$ cat src/logic/wdcfg_pkg.sv
// Purpose: shared constants and types for the watchdog configuration decoder
// Assumes: 14-bit configuration word, classic wishbone with 32-bit data
// Notes:   register indices are word indices, byte address is four times the index
package wdcfg_pkg;

  // configuration word layout
  localparam int unsigned CFG_W         = 14;
  localparam int unsigned CCS_LSB       = 11;
  localparam int unsigned CWS_LSB       = 8;
  localparam int unsigned MODE_LSB      = 5;
  localparam int unsigned CPS_LSB       = 0;
  localparam logic [13:0] CFG_ERASED    = 14'h3fff;

  // register map (word indices)
  localparam int unsigned ADR_W         = 18;
  localparam logic [15:0] IDX_CFG_WORD  = 16'h8009;
  localparam logic [15:0] IDX_CTRL      = 16'h8010;
  localparam logic [15:0] IDX_STAT      = 16'h8011;

  // control register fields
  localparam int unsigned CTRL_SEN      = 0;
  localparam int unsigned CTRL_WIN_LSB  = 1;
  localparam int unsigned CTRL_PER_LSB  = 4;
  localparam int unsigned CTRL_CLK_LSB  = 9;
  localparam logic [11:0] CTRL_RESET    = 12'h000;

  // status register fields
  localparam int unsigned STAT_RUN      = 0;
  localparam int unsigned STAT_SRC_LSB  = 1;
  localparam int unsigned STAT_WIN_LSB  = 4;
  localparam int unsigned STAT_PER_LSB  = 7;
  localparam int unsigned STAT_EXP_LSB  = 12;
  localparam int unsigned STAT_KEY      = 17;
  localparam int unsigned STAT_WINSW    = 18;
  localparam int unsigned STAT_PERSW    = 19;
  localparam int unsigned STAT_RSVD     = 20;

  // codes
  localparam logic [2:0]  CCS_LF        = 3'h0;
  localparam logic [2:0]  CCS_MF        = 3'h1;
  localparam logic [2:0]  CCS_SEC       = 3'h2;
  localparam logic [2:0]  CCS_SW        = 3'h7;
  localparam logic [2:0]  CWS_SW        = 3'h7;
  localparam logic [2:0]  CWS_OPEN      = 3'h6;
  localparam logic [1:0]  MODE_ALWAYS   = 2'h3;
  localparam logic [1:0]  MODE_AWAKE   = 2'h2;
  localparam logic [1:0]  MODE_SEN      = 2'h1;
  localparam logic [1:0]  MODE_OFF      = 2'h0;
  localparam logic [4:0]  CPS_MAX_FIX   = 5'h12;
  localparam logic [4:0]  CPS_SW        = 5'h1f;
  localparam logic [4:0]  PER_SW_INIT   = 5'h0b;
  localparam logic [4:0]  EXP_OFFSET    = 5'h05;
  localparam logic [4:0]  EXP_MIN       = 5'h05;

  typedef enum logic [2:0] {
    WDCFG_SRC_NONE,
    WDCFG_SRC_LF,
    WDCFG_SRC_MF,
    WDCFG_SRC_SEC
  } wdcfg_src_e;

  typedef struct packed {
    logic [2:0] ccs;
    logic [2:0] cws;
    logic [1:0] mode;
    logic [4:0] cps;
  } wdcfg_cfg_s;

  typedef struct packed {
    logic       run;
    wdcfg_src_e src;
    logic [2:0] window;
    logic [4:0] exponent;
    logic       keyed;
    logic       win_sw;
    logic       per_sw;
    logic       reserved;
  } wdcfg_dec_s;

  function automatic wdcfg_cfg_s wdcfg_split(input logic [13:0] w);
    wdcfg_cfg_s c;
    c.ccs  = w[CCS_LSB +: 3];
    c.cws  = w[CWS_LSB +: 3];
    c.mode = w[MODE_LSB +: 2];
    c.cps  = w[CPS_LSB +: 5];
    return c;
  endfunction

  function automatic logic [4:0] wdcfg_por_period(input logic [4:0] cps);
    return (cps == CPS_SW) ? PER_SW_INIT : cps;
  endfunction

endpackage

$ cat src/logic/wdcfg_decode.sv
// Purpose: combinational decode of latched watchdog settings
// Assumes: inputs are stable register outputs
// Notes:   pure logic, the top registers every result except win_sw, per_sw and reserved
`timescale 1ns/100ps
module wdcfg_decode (
  // latched configuration, software state and core sleep state
  input  wire wdcfg_pkg::wdcfg_cfg_s cfg_i,
  input  wire logic                  sen_i,
  input  wire logic [2:0]            sw_clk_i,
  input  wire logic [2:0]            sw_win_i,
  input  wire logic [4:0]            period_i,
  input  wire logic                  sleep_i,
  // decoded settings
  output wdcfg_pkg::wdcfg_dec_s      dec_o
);
  import wdcfg_pkg::*;

  logic [2:0] clk_code;

  always_comb begin
    dec_o = '0;
    clk_code = (cfg_i.ccs == CCS_SW) ? sw_clk_i : cfg_i.ccs;
    unique case (clk_code)
      CCS_LF:  dec_o.src = WDCFG_SRC_LF;
      CCS_MF:  dec_o.src = WDCFG_SRC_MF;
      CCS_SEC: dec_o.src = WDCFG_SRC_SEC;
      default: dec_o.src = WDCFG_SRC_NONE;
    endcase
    // reserved codes leave the timer with no reference
    dec_o.reserved = (dec_o.src == WDCFG_SRC_NONE);
    dec_o.win_sw = (cfg_i.cws == CWS_SW);
    dec_o.keyed  = (cfg_i.cws != CWS_SW);
    dec_o.window = dec_o.win_sw ? sw_win_i : cfg_i.cws;
    unique case (cfg_i.mode)
      MODE_ALWAYS: dec_o.run = 1'b1;
      MODE_AWAKE:  dec_o.run = ~sleep_i;
      MODE_SEN:    dec_o.run = sen_i;
      MODE_OFF:    dec_o.run = 1'b0;
    endcase
    // divide by two to the code plus five; codes above 0x12 give five
    dec_o.per_sw   = (cfg_i.cps == CPS_SW);
    dec_o.exponent = (period_i <= CPS_MAX_FIX) ? 5'(period_i + EXP_OFFSET) : EXP_MIN;
  end

endmodule

$ cat src/logic/wdcfg_top.sv
// Purpose: watchdog configuration word decoder with wishbone register access
// Assumes: configuration word is valid on cfg_word_i while rst_i is high
// Notes:   classic wishbone slave, answers every access one cycle after it starts
//
// The Wishbone slave port is this design's own decision.
`timescale 1ns/100ps
module wdcfg_top (
  // clock and reset
  input  wire  logic                          clk_i,
  input  wire  logic                          rst_i,
  // nonvolatile configuration and core state
  input  wire  logic [wdcfg_pkg::CFG_W-1:0]   cfg_word_i,
  input  wire  logic                          sleep_i,
  // wishbone slave
  input  wire  logic                          cyc_i,
  input  wire  logic                          stb_i,
  input  wire  logic                          we_i,
  input  wire  logic [wdcfg_pkg::ADR_W-1:0]   adr_i,
  input  wire  logic [3:0]                    sel_i,
  input  wire  logic [31:0]                   dat_i,
  output logic [31:0]                         dat_o,
  output logic                                ack_o,
  // decoded watchdog settings
  output logic                                wdt_run_o,
  output wdcfg_pkg::wdcfg_src_e               wdt_src_o,
  output logic [2:0]                          wdt_window_o,
  output logic [4:0]                          wdt_period_o,
  output logic [4:0]                          wdt_exponent_o,
  output logic                                wdt_keyed_o
);
  import wdcfg_pkg::*;

  logic [CFG_W-1:0] cfg_word_reg;
  wdcfg_cfg_s       cfg;
  logic             sen_reg;
  logic [2:0]       sw_win_reg;
  logic [2:0]       sw_clk_reg;
  logic [4:0]       period_reg;
  wdcfg_dec_s       dec;
  logic [15:0]      idx;
  logic             access;
  logic             wr;
  logic [31:0]      wmask;
  logic [31:0]      ctrl_view;
  logic [31:0]      stat_view;
  logic [31:0]      rd_next;

  assign cfg    = wdcfg_split(cfg_word_reg);
  assign idx    = adr_i[ADR_W-1:2];
  assign access = cyc_i & stb_i & ~ack_o;
  assign wr     = access & we_i & (idx == IDX_CTRL);

  // per-lane write mask from the byte selects
  for (genvar b = 0; b < 4; b++) begin : g_mask
    assign wmask[8*b +: 8] = {8{sel_i[b]}};
  end

  always_ff @(posedge clk_i) begin
    if (rst_i) begin
      cfg_word_reg <= cfg_word_i;
    end
  end

  always_ff @(posedge clk_i) begin
    if (rst_i) begin
      sen_reg <= CTRL_RESET[CTRL_SEN];
    end else if (wr) begin
      sen_reg <= (dat_i[CTRL_SEN] & wmask[CTRL_SEN]) | (sen_reg & ~wmask[CTRL_SEN]);
    end
  end

  // clock choice, writable only under software control
  always_ff @(posedge clk_i) begin
    if (rst_i) begin
      sw_clk_reg <= CTRL_RESET[CTRL_CLK_LSB +: 3];
    end else if (wr && (cfg.ccs == CCS_SW)) begin
      sw_clk_reg <= (dat_i[CTRL_CLK_LSB +: 3] & wmask[CTRL_CLK_LSB +: 3]) |
                    (sw_clk_reg & ~wmask[CTRL_CLK_LSB +: 3]);
    end
  end

  // window value
  always_ff @(posedge clk_i) begin
    if (rst_i) begin
      sw_win_reg <= cfg_word_i[CWS_LSB +: 3];
    end else if (wr && dec.win_sw) begin
      sw_win_reg <= (dat_i[CTRL_WIN_LSB +: 3] & wmask[CTRL_WIN_LSB +: 3]) |
                    (sw_win_reg & ~wmask[CTRL_WIN_LSB +: 3]);
    end
  end

  // run-time period field
  always_ff @(posedge clk_i) begin
    if (rst_i) begin
      period_reg <= wdcfg_por_period(cfg_word_i[CPS_LSB +: 5]);
    end else if (wr && dec.per_sw) begin
      period_reg <= (dat_i[CTRL_PER_LSB +: 5] & wmask[CTRL_PER_LSB +: 5]) |
                    (period_reg & ~wmask[CTRL_PER_LSB +: 5]);
    end
  end

  wdcfg_decode u_decode (
    .cfg_i    (cfg),
    .sen_i    (sen_reg),
    .sw_clk_i (sw_clk_reg),
    .sw_win_i (sw_win_reg),
    .period_i (period_reg),
    .sleep_i  (sleep_i),
    .dec_o    (dec)
  );

  // registered settings toward the timer, one flop group per concern
  // run state follows mode
  always_ff @(posedge clk_i) begin
    if (rst_i) begin
      wdt_run_o <= 1'b0;
    end else begin
      // a reserved source has no reference, so it never runs
      wdt_run_o <= dec.run & ~dec.reserved;
    end
  end

  always_ff @(posedge clk_i) begin
    if (rst_i) begin
      wdt_src_o <= WDCFG_SRC_NONE;
    end else begin
      wdt_src_o <= dec.src;
    end
  end

  always_ff @(posedge clk_i) begin
    if (rst_i) begin
      wdt_window_o <= 3'h0;
    end else begin
      wdt_window_o <= dec.window;
    end
  end

  always_ff @(posedge clk_i) begin
    if (rst_i) begin
      wdt_period_o <= 5'h00;
    end else begin
      wdt_period_o <= period_reg;
    end
  end

  always_ff @(posedge clk_i) begin
    if (rst_i) begin
      wdt_exponent_o <= EXP_MIN;
    end else begin
      wdt_exponent_o <= dec.exponent;
    end
  end

  always_ff @(posedge clk_i) begin
    if (rst_i) begin
      wdt_keyed_o <= 1'b0;
    end else begin
      wdt_keyed_o <= dec.keyed;
    end
  end

  // register views
  always_comb begin
    ctrl_view                       = '0;
    ctrl_view[CTRL_SEN]             = sen_reg;
    ctrl_view[CTRL_WIN_LSB +: 3]    = sw_win_reg;
    ctrl_view[CTRL_PER_LSB +: 5]    = period_reg;
    ctrl_view[CTRL_CLK_LSB +: 3]    = sw_clk_reg;
    stat_view                       = '0;
    stat_view[STAT_RUN]             = wdt_run_o;
    stat_view[STAT_SRC_LSB +: 3]    = wdt_src_o;
    stat_view[STAT_WIN_LSB +: 3]    = wdt_window_o;
    stat_view[STAT_PER_LSB +: 5]    = wdt_period_o;
    stat_view[STAT_EXP_LSB +: 5]    = wdt_exponent_o;
    stat_view[STAT_KEY]             = wdt_keyed_o;
    stat_view[STAT_WINSW]           = dec.win_sw;
    stat_view[STAT_PERSW]           = dec.per_sw;
    stat_view[STAT_RSVD]            = dec.reserved;
    unique case (idx)
      IDX_CFG_WORD: rd_next = {18'h0_0000, cfg_word_reg};
      IDX_CTRL:     rd_next = ctrl_view;
      IDX_STAT:     rd_next = stat_view;
      default:      rd_next = 32'h0000_0000;
    endcase
  end

  // one-cycle answer; ack in access keeps a held strobe from a second answer in the very next cycle
  always_ff @(posedge clk_i) begin
    if (rst_i) begin
      ack_o <= 1'b0;
    end else begin
      ack_o <= access;
    end
  end

  // read data stands with ack only; unmapped reads give zero, writes there are dropped
  always_ff @(posedge clk_i) begin
    if (rst_i) begin
      dat_o <= 32'h0000_0000;
    end else begin
      dat_o <= (access && !we_i) ? rd_next : 32'h0000_0000;
    end
  end

endmodule
$ cat config.mk
export PLATFORM = sky130hd
export DESIGN_NAME = wdcfg_top
export DESIGN_NICKNAME = d
export VERILOG_FILES = /design/src/logic/wdcfg_pkg.sv /design/src/logic/wdcfg_decode.sv /design/src/logic/wdcfg_top.sv
export SDC_FILE = /design/constraint.sdc
export NUM_CORES = 1
export LEC_CHECK = 0
export ABC_AREA = 0
export BUFFER_PORTS_ARGS = -buffer_cell sky130_fd_sc_hd__buf_2
export CAP_MARGIN = 20
export CORE_UTILIZATION = 50
export CTS_BUF_LIST = sky130_fd_sc_hd__clkbuf_16
export CTS_CLUSTER_DIAMETER = 80
export DETAILED_ROUTE_END_ITERATION = 8
export HOLD_SLACK_MARGIN = 0.03
export MAX_ROUTING_LAYER = met4
export PLACE_DENSITY = 0.85
export REMOVE_ABC_BUFFERS = 1
export SETUP_SLACK_MARGIN = 0.2
export SLEW_MARGIN = 40
export SYNTH_ARGS = -nofsm -noshare
export SYNTH_HDL_FRONTEND = slang
export SYNTH_SLANG_ARGS = --single-unit
$ cat constraint.sdc
create_clock -name clk_i -period 3.86 [get_ports clk_i]
set_input_delay 0 -clock clk_i [delete_from_list [all_inputs] [get_ports clk_i]]
set_output_delay 0 -clock clk_i [all_outputs]
set_load 0.01 [all_outputs]
# ---- Word level (Yosys, flattened, before mapping)
# Index checks and enable logic that the tools add are counted.
dict set report classes {
  addsub 1
  order_cmp 1
  eq_ne 13
  n_mux 10
  bitwise 26
  n_reduce_logical 12
}
# op n
set op_table {}
lappend op_table {{21-bit case mux with 3 select lines} 1}
lappend op_table {{16-bit equality test (second input constant)} 3}
lappend op_table {{5-bit 2-to-1 mux} 3}
lappend op_table {{3-bit AND} 4}
lappend op_table {{3-bit 2-to-1 mux} 4}
lappend op_table {{5-bit AND} 2}
lappend op_table {{5-bit equality test (second input constant)} 2}
lappend op_table {{1-bit AND} 7}
lappend op_table {{3-bit equality test (second input constant)} 2}
lappend op_table {{3-bit zero test} 2}
lappend op_table {{1-bit inverter} 6}
lappend op_table {{3-bit inverter} 2}
lappend op_table {{3-bit OR} 2}
lappend op_table {{2-bit case mux with 3 select lines} 1}
lappend op_table {{5-bit by 3-bit adder with 5-bit output (second input constant)} 1}
lappend op_table {{5-bit <= comparator (second input constant)} 1}
lappend op_table {{5-bit inverter} 1}
lappend op_table {{5-bit OR} 1}
lappend op_table {{2-bit equality test (second input constant)} 2}
lappend op_table {{1-bit logical AND} 4}
lappend op_table {{1-bit case mux with 4 select lines} 1}
lappend op_table {{2-bit nonzero test} 2}
lappend op_table {{2-bit OR reduction} 2}
lappend op_table {{3-bit by 1-bit equality test with 1-bit output (second input constant)} 1}
lappend op_table {{other kinds (6)} 6}
dict set report word_totals {
  ff_bits 77
  out_inout_bits 51
  wordCells 76
}

# ---- Logic depth before layout (Yosys ltp)
# Gate-level depths: netlist of run 1.
dict set report depth {
  word_depth 7
  mapped_depth 6
}

# ---- By module
# Synthesis of run 1 repeated with hierarchy kept, for this count alone.
dict set report unflattened {
  hier_cells 248
  area_unflattened_um2 2755.1
}
# mod instances cells_per_inst area_each_um2
set modules_own_cells {}
lappend modules_own_cells {wdcfg_top 1 200 2467.4}
lappend modules_own_cells {wdcfg_decode 1 48 287.8}

# ---- Least setup slack after synthesis of run 1
# Ideal clock, no wire load.
dict set report synth_path {
  path_kind {reg2reg}
  from {register ack_o}
  to {register with a tool-made name}
  arrival_ns 1.092
  slack_ns 2.430
  path_stages_with_launch 5
  cell_sequence {dfxtp_1 > nand3b_1 > nor2_1 > nand3_1 > o21bai_1}
}
# item line
set synth_lines {}
lappend synth_lines {{start, declared} wdcfg_top.sv:22} ;# output logic ack_o,
lappend synth_lines {{start signal, assigned} wdcfg_top.sv:193} ;# ack_o <= access;

# ---- Final worst setup path of run 1
dict set report layout_path {
  from {register ack_o}
  to {register dat_o[2]}
}
dict set report layout_between {
  elab_chain_cells 5
}
# item line
set layout_rtl {}
lappend layout_rtl {{1-bit inverter} wdcfg_top.sv:50} ;# assign access = cyc_i & stb_i & ~ack_o;
lappend layout_rtl {{1-bit AND} wdcfg_top.sv:50}
lappend layout_rtl {{1-bit logical AND} wdcfg_top.sv:202} ;# dat_o <= (access && !we_i) ? rd_next : 32'h0000_0000;
lappend layout_rtl {{1-bit inverter (no line)} n/a}
lappend layout_rtl {{2-bit OR reduction (no line)} n/a}
lappend layout_rtl {{end signal, assigned} wdcfg_top.sv:202}
lappend layout_rtl {{end, declared} wdcfg_top.sv:21} ;# output logic [31:0] dat_o,
# Every way passes these cells.
# A chain may end at the register's enable or synchronous reset.

==> impl_metrics.py, run 1 <==
metrics = {
    "clocking": {
        "cts-htree-levels": 3,
        "clk_latency_ns": 0.32,
        "ctsResizeCount": 0,
        "postCtsHoldBufs": 26,
        "ctsLongestPathBuffers": 2,
        "ctsRootBufferMaster": "clkbuf_16",
        "clkTransAtPathRegs_ns": 0.05,
        "cts_tree": "built",
        "post_cts_buffers": 0,
        "clkSinkCount": 65,
        "numCtsBuffers": 9,
    },
    "sta": {
        "drv_slew": 0,
        "layout_setup_ws_ns": 2.074,
        "tightest_slew_ns": 0.8115,
        "clock.fmax_mhz": 560.1,
        "relSlewSlack_pct": 45.90,
        "finalSetupViolCount": 0,
        "min_period_ns": 1.786,
        "final.setup.tns_ns": 0,
        "hold_viol_final": 0,
        "fin_crit_sh_pct": 46.26,
        "rsz0062_at_grt": "false",
        "fin_skew_ns": 0.006328,
    },
    "setup_path": {
        "endpoint": "dat_o[2]$_SDFF_PP0_",
        "regToRegEndpoint": "dat_o[2]$_SDFF_PP0_",
        "crit_path_cell_trace": "nand3b_1, nor3_4, o2111ai_2, a21oi_2",
        "crit_path_start": "ack_o$_SDFF_PP0_",
        "worst_path_max_delay_cell": "o2111ai_2",
        "path_delay_family": "compound AO/OA/AOI/OAI gates",
        "worstPathRequired_ns": 4.10,
        "critPathMaxStageDelay_ns": 0.50,
        "path_depth": 4,
        "crit_path_end_kind": "register",
        "crit_path_start_kind": "register",
        "crit_path_max_fanout": 11,
        "regToRegSetupSlack_ns": 2.07,
        "critPathBufInv": 0,
        "r2r-start": "ack_o$_SDFF_PP0_",
        "arrival_ns": 2.03,
        "worstRegToRegCells": 4,
        "path_class": "reg2reg",
    },
    "routing": {
        "dr.pass1.iters": 4,
        "vias_per_cell": 5.213,
        "first_iter_violations": 227,
        "routed_wirelength_um": 6492,
        "post-route-drc-count": 0,
        "routedWlPerCell_um": 14.59,
        "ant_nets": 0,
        "num_vias": 2320,
    },
    "layout": {
        "final_common_cell": "buf_2",
        "area_growth_pct": 34.32,
        "seqCellArea_um2": 1521,
        "multi_input_area_um2": 1082,
        "layout_common_cells": "buf_2, dfxtp_1, dlygate4sd3_1, nor2_1, edfxtp_1",
        "n_antenna_cell": 0,
        "finalNetCount": 446,
        "nFillCells": 421,
        "final_layout_size_suffix_gt1_share_pct": 30.93,
    },
    "power_and_ir_drop": {
        "p_leak_nw": 1.614,
        "power.internal_mw": 1.238,
        "ir_drop_v": 0.0003760,
        "p_seq_share_pct": 48.6,
        "p_sw_share_pct": 22.63,
        "power_density_nw_per_um2": 435.1,
        "power_mw": 1.600,
        "p_sw_mw": 0.3621,
        "comb_power_share_pct": 9.3,
        "clkPwrFrac_pct": 42.1,
    },
    "synth": {
        "yosys_warnings": 0,
        "synthCells": 256,
        "synth.area.top_cells": "dfxtp_1, edfxtp_1, buf_4",
        "avgSynthCellArea_um2": 10.69,
        "synth_seq_area_share_pct": 55.58,
        "yosys_most_used_dff": "dfxtp_1",
        "post-synth-top-area-fraction_pct": 31.44,
        "synth_edf_count": 22,
        "ys_ff_latch": 65,
        "synth_area_um2": 2738,
        "synthArstFlopShare_pct": 0,
        "synth_top_cell_by_area": "dfxtp_1",
        "ys_types": 46,
    },
    "global_routing": {
        "track_usage_pct": 25.01,
        "grt_remaining_overflow": 0,
        "grt_max_degree": 47,
        "grt_pass1_vias": 2257,
        "antenna_found_initial": 0,
        "grt_pass1_wl_um": 10770,
    },
    "floorplanning": {
        "core_um2": 5205,
        "pin_count": 125,
        "fp.dieArea_um2": 5775,
        "rows": 26,
        "initial_core_util_pct": 52.60,
        "die_w_um": 76.00,
        "dieHeight_um": 76.00,
    },
    "status": {
        "outcome": "complete, no violations",
    },
    "placed_design": {
        "dpl_worst_slack_ns": 1.973,
        "gp_congestion": 0.8934,
        "port_buffers": 88,
        "dp_hpwl_um": 4432,
    },
    "flow_run": {
        "cap_violations": 0,
    },
    "worst_hold_path": {
        "hp-class": "in2reg",
    },
}
==> worst min-delay path by stage <==
| stage | startpoint | endpoint | slack, ns | cells past startpoint |
|---|---|---|---|---|
| floorplan | rst_i | register | 0.07 | 1 |
| global placement | cfg_word_i[13] | cfg_word_reg[13]$_DFFE_PP_ | 0.18 | 1 |
| detailed placement | cfg_word_i[12] | cfg_word_reg[12]$_DFFE_PP_ | 0.18 | 1 |
| CTS | dat_i[8] | register | 0.05 | 3 |
| global route | cyc_i | ack_o$_SDFF_PP0_ | 0.09 | 3 |
| finish | dat_i[8] | register | 0.04 | 3 |
==> power by group through the flow <==
stage                     clock network [mW]  registers, mW  logic, mW
final                                  0.673          0.778      0.149
after global routing                   0.717          0.781      0.164
after CTS                              0.683          0.777      0.147
after detailed placement                   0          0.790      0.126
after global placement                     0          0.789      0.123
after floorplan                            0          0.788     0.0558
==> per-layer routing <==
metal	share of wire (%)	routed length, µm	track usage (%)
met1	39	2553	28.58
met2	51	3303	42.09
met3	7.7	503	5.030
met4	2.0	131	12.12
met5	0	0	-
==> cells in the mapped netlist (all sizes together), types with 2 or more instances <==
cell type	n
o21bai	3
a21oi	20
ha	2
nand2	20
nand2b	2
nand4	7
o21ai	9
inv	8
buf	17
nor2b	5
nor2	25
nor3	2
xor2	4
and2	3
a22oi	10
nor3b	6
and3	8
dfxtp	43
clkbuf	5
edfxtp	22
a22o	8
and4	2
nand3	10
==> through the flow <==
stage | std cells | area (µm²) | hold slack [ns] | util, %
6_report | 445 | 3677 | 0.04074 | 70.65
3_5_place_dp | 403 | 3162 | 0.1812 | 60.75
4_1_cts | 445 | 3675 | 0.04688 | 70.60
2_1_floorplan | 245 | 2634 | 0.06907 | -
3_3_place_gp | 403 | 3162 | 0.1805 | 60.75
5_1_grt | 445 | 3677 | 0.08893 | 70.65
==> cell type report <==
class | count | share of cell area [%]
flip-flops and latches | 65 | 41.37
multi-input cells | 172 | 29.43
repair buffers | 114 | 19.12
clock buffers | 9 | 6.125
well taps | 70 | 2.382
inverters | 8 | 0.8166
clock inverters | 7 | 0.7486
==> worst min-delay path, cell delays in order <==
cell and delay [ns]:
buf_2 0.07, nand2_1 0.05, o21ai_0 0.13
==> cell families (layout without fill, tap and decap cells) <==
logic type	after synthesis	after routing	synth area share, %
buf+inv	30	138	6.399
other cells	1	12	0.1370
fa+ha+maj	2	2	0.9139
simple gates	95	95	20.02
flops	65	65	55.58
compound gates	58	58	15.31
xor+xnor	4	4	1.280
mux	1	1	0.3656
(Power assumes the default switching activity.)
==> inputs of run 2 (changes only) <==
--- a/config.mk
+++ b/config.mk
@@ -8,13 +8,13 @@
 export ABC_AREA = 0
 export BUFFER_PORTS_ARGS = -buffer_cell sky130_fd_sc_hd__buf_2
 export CAP_MARGIN = 20
-export CORE_UTILIZATION = 50
+export CORE_UTILIZATION = 46
 export CTS_BUF_LIST = sky130_fd_sc_hd__clkbuf_16
 export CTS_CLUSTER_DIAMETER = 80
 export DETAILED_ROUTE_END_ITERATION = 8
 export HOLD_SLACK_MARGIN = 0.03
 export MAX_ROUTING_LAYER = met4
-export PLACE_DENSITY = 0.85
+export PLACE_DENSITY = 0.79
 export REMOVE_ABC_BUFFERS = 1
 export SETUP_SLACK_MARGIN = 0.2
 export SLEW_MARGIN = 40
==> constraint.sdc (replaced) <==
create_clock -name clk_i -period 1.8 [get_ports clk_i]
set_input_delay 0 -clock clk_i [delete_from_list [all_inputs] [get_ports clk_i]]
set_output_delay 0 -clock clk_i [all_outputs]
set_load 0.01 [all_outputs]
==> impl_metrics.py, run 2 (synthesis results as in run 1) <==
metrics = {
    "sta": {
        "relSlewSlack_pct": 63.62,
        "min_period_ns": 1.518,
        "fin_crit_sh_pct": 84.34,
        "fin_skew_ns": 0.003916,
        "hold_slack_ns": 0.05435,
        "hold_viol_final": 0,
        "finalSetupViolCount": 0,
        "clock.fmax_mhz": 658.7,
        "rsz0062_at_grt": "true",
        "tightest_slew_ns": 0.5458,
        "final.setup.tns_ns": 0,
        "drv_slew": 0,
    },
    "global_routing": {
        "antenna_found_initial": 0,
        "grt_max_degree": 27,
        "grt_pass1_vias": 2249,
        "grt_pass1_wl_um": 10970,
        "track_usage_pct": 24.64,
        "grt_remaining_overflow": 0,
    },
    "worst_hold_path": {
        "hp-class": "in2reg",
        "min_from": "stb_i",
        "worstHoldEndpoint": "ack_o$_SDFF_PP0_",
        "hold_depth": 3,
    },
    "setup_path": {
        "worstPathRequired_ns": 1.81,
        "crit_path_start": "ack_o$_SDFF_PP0_",
        "worstRegToRegCells": 4,
        "crit_path_end_kind": "register",
        "r2r-start": "ack_o$_SDFF_PP0_",
        "path_class": "reg2reg",
        "crit_path_max_fanout": 3,
        "arrival_ns": 1.52,
        "crit_path_start_kind": "register",
        "regToRegSetupSlack_ns": 0.28,
    },
    "clocking": {
        "clk_latency_ns": 0.33,
        "clkTransAtPathRegs_ns": 0.05,
        "cts-htree-levels": 3,
        "numCtsBuffers": 9,
        "ctsRootBufferMaster": "clkbuf_16",
        "ctsLongestPathBuffers": 2,
        "cts_tree": "built",
        "clkSinkCount": 65,
    },
    "power_and_ir_drop": {
        "power_mw": 3.804,
        "comb_power_share_pct": 8.7,
        "p_sw_mw": 0.8390,
        "power_density_nw_per_um2": 994.6,
        "power.internal_mw": 2.965,
        "p_seq_share_pct": 43.8,
        "p_sw_share_pct": 22.05,
        "p_leak_nw": 1.683,
        "clkPwrFrac_pct": 47.4,
        "ir_drop_v": 0.0007295,
    },
    "layout": {
        "final_common_cell": "buf_2",
        "seqCellArea_um2": 1521,
        "stdcell_count": 458,
        "nFillCells": 434,
        "finalNetCount": 457,
        "n_antenna_cell": 0,
        "area_growth_pct": 39.72,
        "multi_input_area_um2": 1086,
        "final_layout_size_suffix_gt1_share_pct": 33.94,
        "layout_common_cells": "buf_2, dfxtp_1, dlygate4sd3_1, nor2_1, edfxtp_1",
    },
    "placed_design": {
        "gp_congestion": 0.8613,
        "dp_hpwl_um": 4721,
        "port_buffers": 88,
        "placed_cells": 413,
    },
    "floorplanning": {
        "dieHeight_um": 79.15,
        "fp.dieArea_um2": 6264,
        "pin_count": 125,
        "core_um2": 5608,
        "die_w_um": 79.15,
        "rows": 27,
        "initial_core_util_pct": 48.82,
    },
    "routing": {
        "num_vias": 2381,
        "routedWlPerCell_um": 15.12,
        "post-route-drc-count": 0,
        "first_iter_violations": 140,
        "dr.pass1.iters": 4,
        "vias_per_cell": 5.199,
        "routed_wirelength_um": 6923,
        "ant_nets": 0,
    },
    "flow_run": {
        "cap_violations": 0,
    },
    "status": {
        "outcome": "complete, no violations",
    },
}
==> run 2: area by class of cell <==
| class | count | share of cell area [%] |
|---|---|---|
| Clock buffer | 9 | 5.888 |
| Clock inverter | 7 | 2.257 |
| Inverter | 8 | 0.7851 |
| Multi-Input combinational cell | 172 | 28.39 |
| Sequential cell | 65 | 39.78 |
| Tap cell | 72 | 2.355 |
| Timing Repair Buffer | 125 | 20.54 |
==> run 2: what timing repair did <==
| item | 4_1_cts | 5_1_grt |
|---|---|---|
| hold buffers | 27 | 0 |
| resized for setup | 0 | 1 |
| setup endpoints to repair | 0 | 6 |
| endpoints found under the hold margin | 27 | 0 |
| setup buffers | 0 | 2 |
==> run 2: worst max path at each step <==
stage	to	slack (ns)	depth (start not counted)
after global placement	register	0.27	4
final	register	0.28	4
after CTS	register	0.23	4
after detailed placement	register	0.24	4
after global routing	register	0.19	4
after floorplan	dat_o[0]$_SDFF_PP0_	0.34	4
==> run 2: critical path: stages (launching register included) <==
cell and delay, ns:
dfxtp_1 0.31, nand3b_1 0.23, nor2_1 0.14, nand3_1 0.20, o21bai_1 0.32
==> run 2: metal layers <==
| metal | track usage (%) | vias to the layer above | share of wire [%] |
|---|---|---|---|
| li1 | - | 1146 | - |
| met1 | 27.33 | 1132 | 41 |
| met2 | 41.72 | 89 | 52 |
| met3 | 6.897 | 14 | 5.9 |
| met4 | 10.00 | 0 | 1.9 |
| met5 | - | - | 0 |
==> run 2: stage by stage <==
| step | setup slack [ns] | instance area (µm²) | util [%] |
|---|---|---|---|
| 3_5_place_dp | 0.2430 | 3224 | 57.50 |
| 4_1_cts | 0.2282 | 3806 | 67.87 |
| 5_1_grt | 0.1908 | 3825 | 68.21 |
| 2_1_floorplan | 0.3351 | 2634 | - |
| 6_report | 0.2819 | 3825 | 68.21 |
| 3_3_place_gp | 0.2669 | 3224 | 57.50 |
==> run 2: power groups by stage <==
stage / Combinational, mW / Sequential (mW) / Clock (mW)
3_5_place_dp: 0.278 / 1.70 / 0
6_report: 0.332 / 1.67 / 1.80
5_1_grt: 0.366 / 1.68 / 1.90
3_3_place_gp: 0.270 / 1.69 / 0
4_1_cts: 0.324 / 1.67 / 1.83
2_1_floorplan: 0.120 / 1.69 / 0
==> inputs of run 3 (changes only) <==
--- a/config.mk
+++ b/config.mk
@@ -5,16 +5,16 @@
 export SDC_FILE = /design/constraint.sdc
 export NUM_CORES = 1
 export LEC_CHECK = 0
-export ABC_AREA = 0
+export ABC_AREA = 1
 export BUFFER_PORTS_ARGS = -buffer_cell sky130_fd_sc_hd__buf_2
 export CAP_MARGIN = 20
-export CORE_UTILIZATION = 46
+export CORE_UTILIZATION = 47
 export CTS_BUF_LIST = sky130_fd_sc_hd__clkbuf_16
 export CTS_CLUSTER_DIAMETER = 80
 export DETAILED_ROUTE_END_ITERATION = 8
 export HOLD_SLACK_MARGIN = 0.03
 export MAX_ROUTING_LAYER = met4
-export PLACE_DENSITY = 0.79
+export PLACE_DENSITY = 0.8
 export REMOVE_ABC_BUFFERS = 1
 export SETUP_SLACK_MARGIN = 0.2
 export SLEW_MARGIN = 40
==> constraint.sdc (replaced) <==
create_clock -name clk_i -period 1.5 [get_ports clk_i]
set_input_delay 0 -clock clk_i [delete_from_list [all_inputs] [get_ports clk_i]]
set_output_delay 0 -clock clk_i [all_outputs]
set_load 0.01 [all_outputs]
==> impl_metrics.py, run 3 <==
metrics = {
    "sta": {
        "drv_slew": 0,
        "fin_crit_sh_pct": 98.31,
        "clock.fmax_mhz": 678.1,
        "rsz0062_at_grt": "true",
        "finalSetupViolCount": 0,
        "hold_viol_final": 0,
        "min_period_ns": 1.475,
        "fin_skew_ns": 0.006445,
    },
    "layout": {
        "n_antenna_cell": 0,
        "final_util_pct": 70.83,
        "finalNetCount": 544,
        "layout_common_cells": "buf_2, nand2_1, dfxtp_1, nand3_1, inv_1",
        "final_layout_size_suffix_gt1_share_pct": 30.44,
        "final_common_cell": "buf_2",
        "area_growth_pct": 41.73,
        "stdcell_area_um2": 4020,
    },
    "synth": {
        "synth_top_cell_by_area": "dfxtp_1",
        "synth.top_cells.by_count": "nand2_1, dfxtp_1, inv_1, nand3_1, nor2_1",
        "synthCells": 336,
        "yosys_warnings": 0,
        "yosys_most_used_dff": "dfxtp_1",
        "avgSynthCellArea_um2": 8.442,
        "synth_area_um2": 2836,
        "ys_ff_latch": 65,
        "synth.area.top_cells": "dfxtp_1, edfxtp_1, nand2_1",
        "synth_seq_area_share_pct": 53.64,
        "ys_types": 29,
        "yosysMostFrequentCell": "nand2_1",
        "synthArstFlopShare_pct": 0,
        "synth_edf_count": 22,
        "post-synth-top-area-fraction_pct": 30.35,
    },
    "floorplanning": {
        "die_w_um": 79.69,
        "rows": 27,
        "fp.dieArea_um2": 6350,
        "dieHeight_um": 79.69,
        "initial_core_util_pct": 49.98,
        "pin_count": 125,
        "core_um2": 5675,
    },
    "global_routing": {
        "grt_busiest_layer": "met2",
        "grt_pass1_vias": 2553,
        "grt_use_met2_pct": 40.94,
        "globalRouteMet1Util_pct": 28.96,
        "track_usage_pct": 24.84,
        "grt_max_degree": 28,
        "grt_remaining_overflow": 0,
        "grt_pass1_wl_um": 11620,
        "grtUsageMet3_pct": 3.314,
        "antenna_found_initial": 0,
    },
    "routing": {
        "routed_wirelength_um": 7430,
        "dr.pass1.iters": 5,
        "num_vias": 2833,
        "vias_per_cell": 5.198,
        "first_iter_violations": 214,
        "ant_nets": 0,
        "post-route-drc-count": 0,
        "routedWlPerCell_um": 13.63,
    },
    "status": {
        "outcome": "complete, no violations",
    },
    "setup_path": {
        "crit_path_start_kind": "register",
        "path_class": "reg2reg",
        "arrival_ns": 1.74,
        "crit_path_end_kind": "register",
        "crit_path_max_fanout": 6,
        "regToRegSetupSlack_ns": 0.03,
        "worstPathRequired_ns": 1.76,
    },
    "power_and_ir_drop": {
        "power_density_nw_per_um2": 1080,
        "p_leak_nw": 2.026,
        "ir_drop_v": 0.0007825,
    },
    "placed_design": {
        "port_buffers": 88,
        "placed_area_um2": 3331,
        "dp_hpwl_um": 4880,
        "gp_congestion": 0.8883,
    },
    "clocking": {
        "ctsRootBufferMaster": "clkbuf_16",
        "cts-htree-levels": 3,
        "cts_tree": "built",
        "clk_latency_ns": 0.32,
        "ctsLongestPathBuffers": 2,
        "clkSinkCount": 65,
        "clkTransAtPathRegs_ns": 0.05,
        "numCtsBuffers": 9,
    },
    "worst_hold_path": {
        "hp-class": "in2reg",
    },
    "flow_run": {
        "cap_violations": 0,
    },
}
[run 3: layout make-up]
class | count | area [µm²]
sequential | 65 | 1521
multi-input combinational | 212 | 1075
clock buffer | 9 | 225.2
timing repair buffer | 138 | 895.9
tap | 72 | 90.09
inverter | 42 | 157.7
clock inverter | 7 | 55.05
fill | 438 | 1655
[run 3: through the flow]
step / power [mW] / setup TNS [ns] / instances / hold slack, ns / worst slack, ns
after floorplan: 2.154 / -3.115 / 318 / 0.07226 / -0.2234
after global placement: 2.331 / 0 / 492 / 0.1812 / 0.04905
after detailed placement: 2.340 / -0.1168 / 492 / 0.1781 / -0.02921
after CTS: 4.336 / 0 / 542 / 0.03108 / 0.06390
after global routing: 4.497 / -1.008 / 545 / 0.06889 / -0.06297
final: 4.344 / 0 / 545 / 0.01081 / 0.02536
[run 3: where the power goes]
| part | switching [mW] | internal [mW] |
|---|---|---|
| Combinational | 0.215 | 0.199 |
| Sequential | 0.0711 | 1.92 |
| Clock | 0.685 | 1.25 |
| Total | 0.971 | 3.37 |
[run 3: worst max-delay path, cell delays in order (launching register included)]
cell	delay, ns
dfxtp_1	0.30
nand3b_1	0.23
buf_6	0.17
nor3_4	0.15
nand4_1	0.18
buf_6	0.19
nand2_8	0.07
nand2_1	0.06
inv_1	0.06
[run 3: layer usage]
| metal | vias up | routed length (µm) |
|---|---|---|
| met5 | - | 0 |
| met4 | 0 | 255 |
| met3 | 27 | 505 |
| met2 | 151 | 3669 |
| met1 | 1292 | 3000 |
| li1 | 1363 | - |
[run 3: logic make-up (layout without fill, tap and decap cells)]
family	after synthesis	in the layout	synth area share, %
other cells	1	12	0.1322
fa+ha+maj	2	2	0.8821
buf+inv	71	196	12.00
flops	65	65	53.64
simple gates	178	179	29.78
compound gates	19	19	3.573
[run 3: worst paths after layout]
| check | startpoint | end | depth (start not counted) |
|---|---|---|---|
| max | ack_o$_SDFF_PP0_ | dat_o[8]$_SDFF_PP0_ | 8 |
| min | sel_i[1] | register | 3 |
| max reg2reg | ack_o$_SDFF_PP0_ | dat_o[8]$_SDFF_PP0_ | 8 |
| min reg2reg | wdt_exponent_o[2]$_SDFF_PP1_ | dat_o[14]$_SDFF_PP0_ | 2 |
[run 3: repair_timing]
| action | CTS | global route |
|---|---|---|
| cloned | 0 | 1 |
| setup endpoints to repair | 29 | 40 |
| resized for setup | 7 | 16 |
| hold endpoints to repair | 26 | 0 |
| setup buffers | 7 | 3 |
| hold buffers | 27 | 0 |
| pin swaps | 8 | 4 |
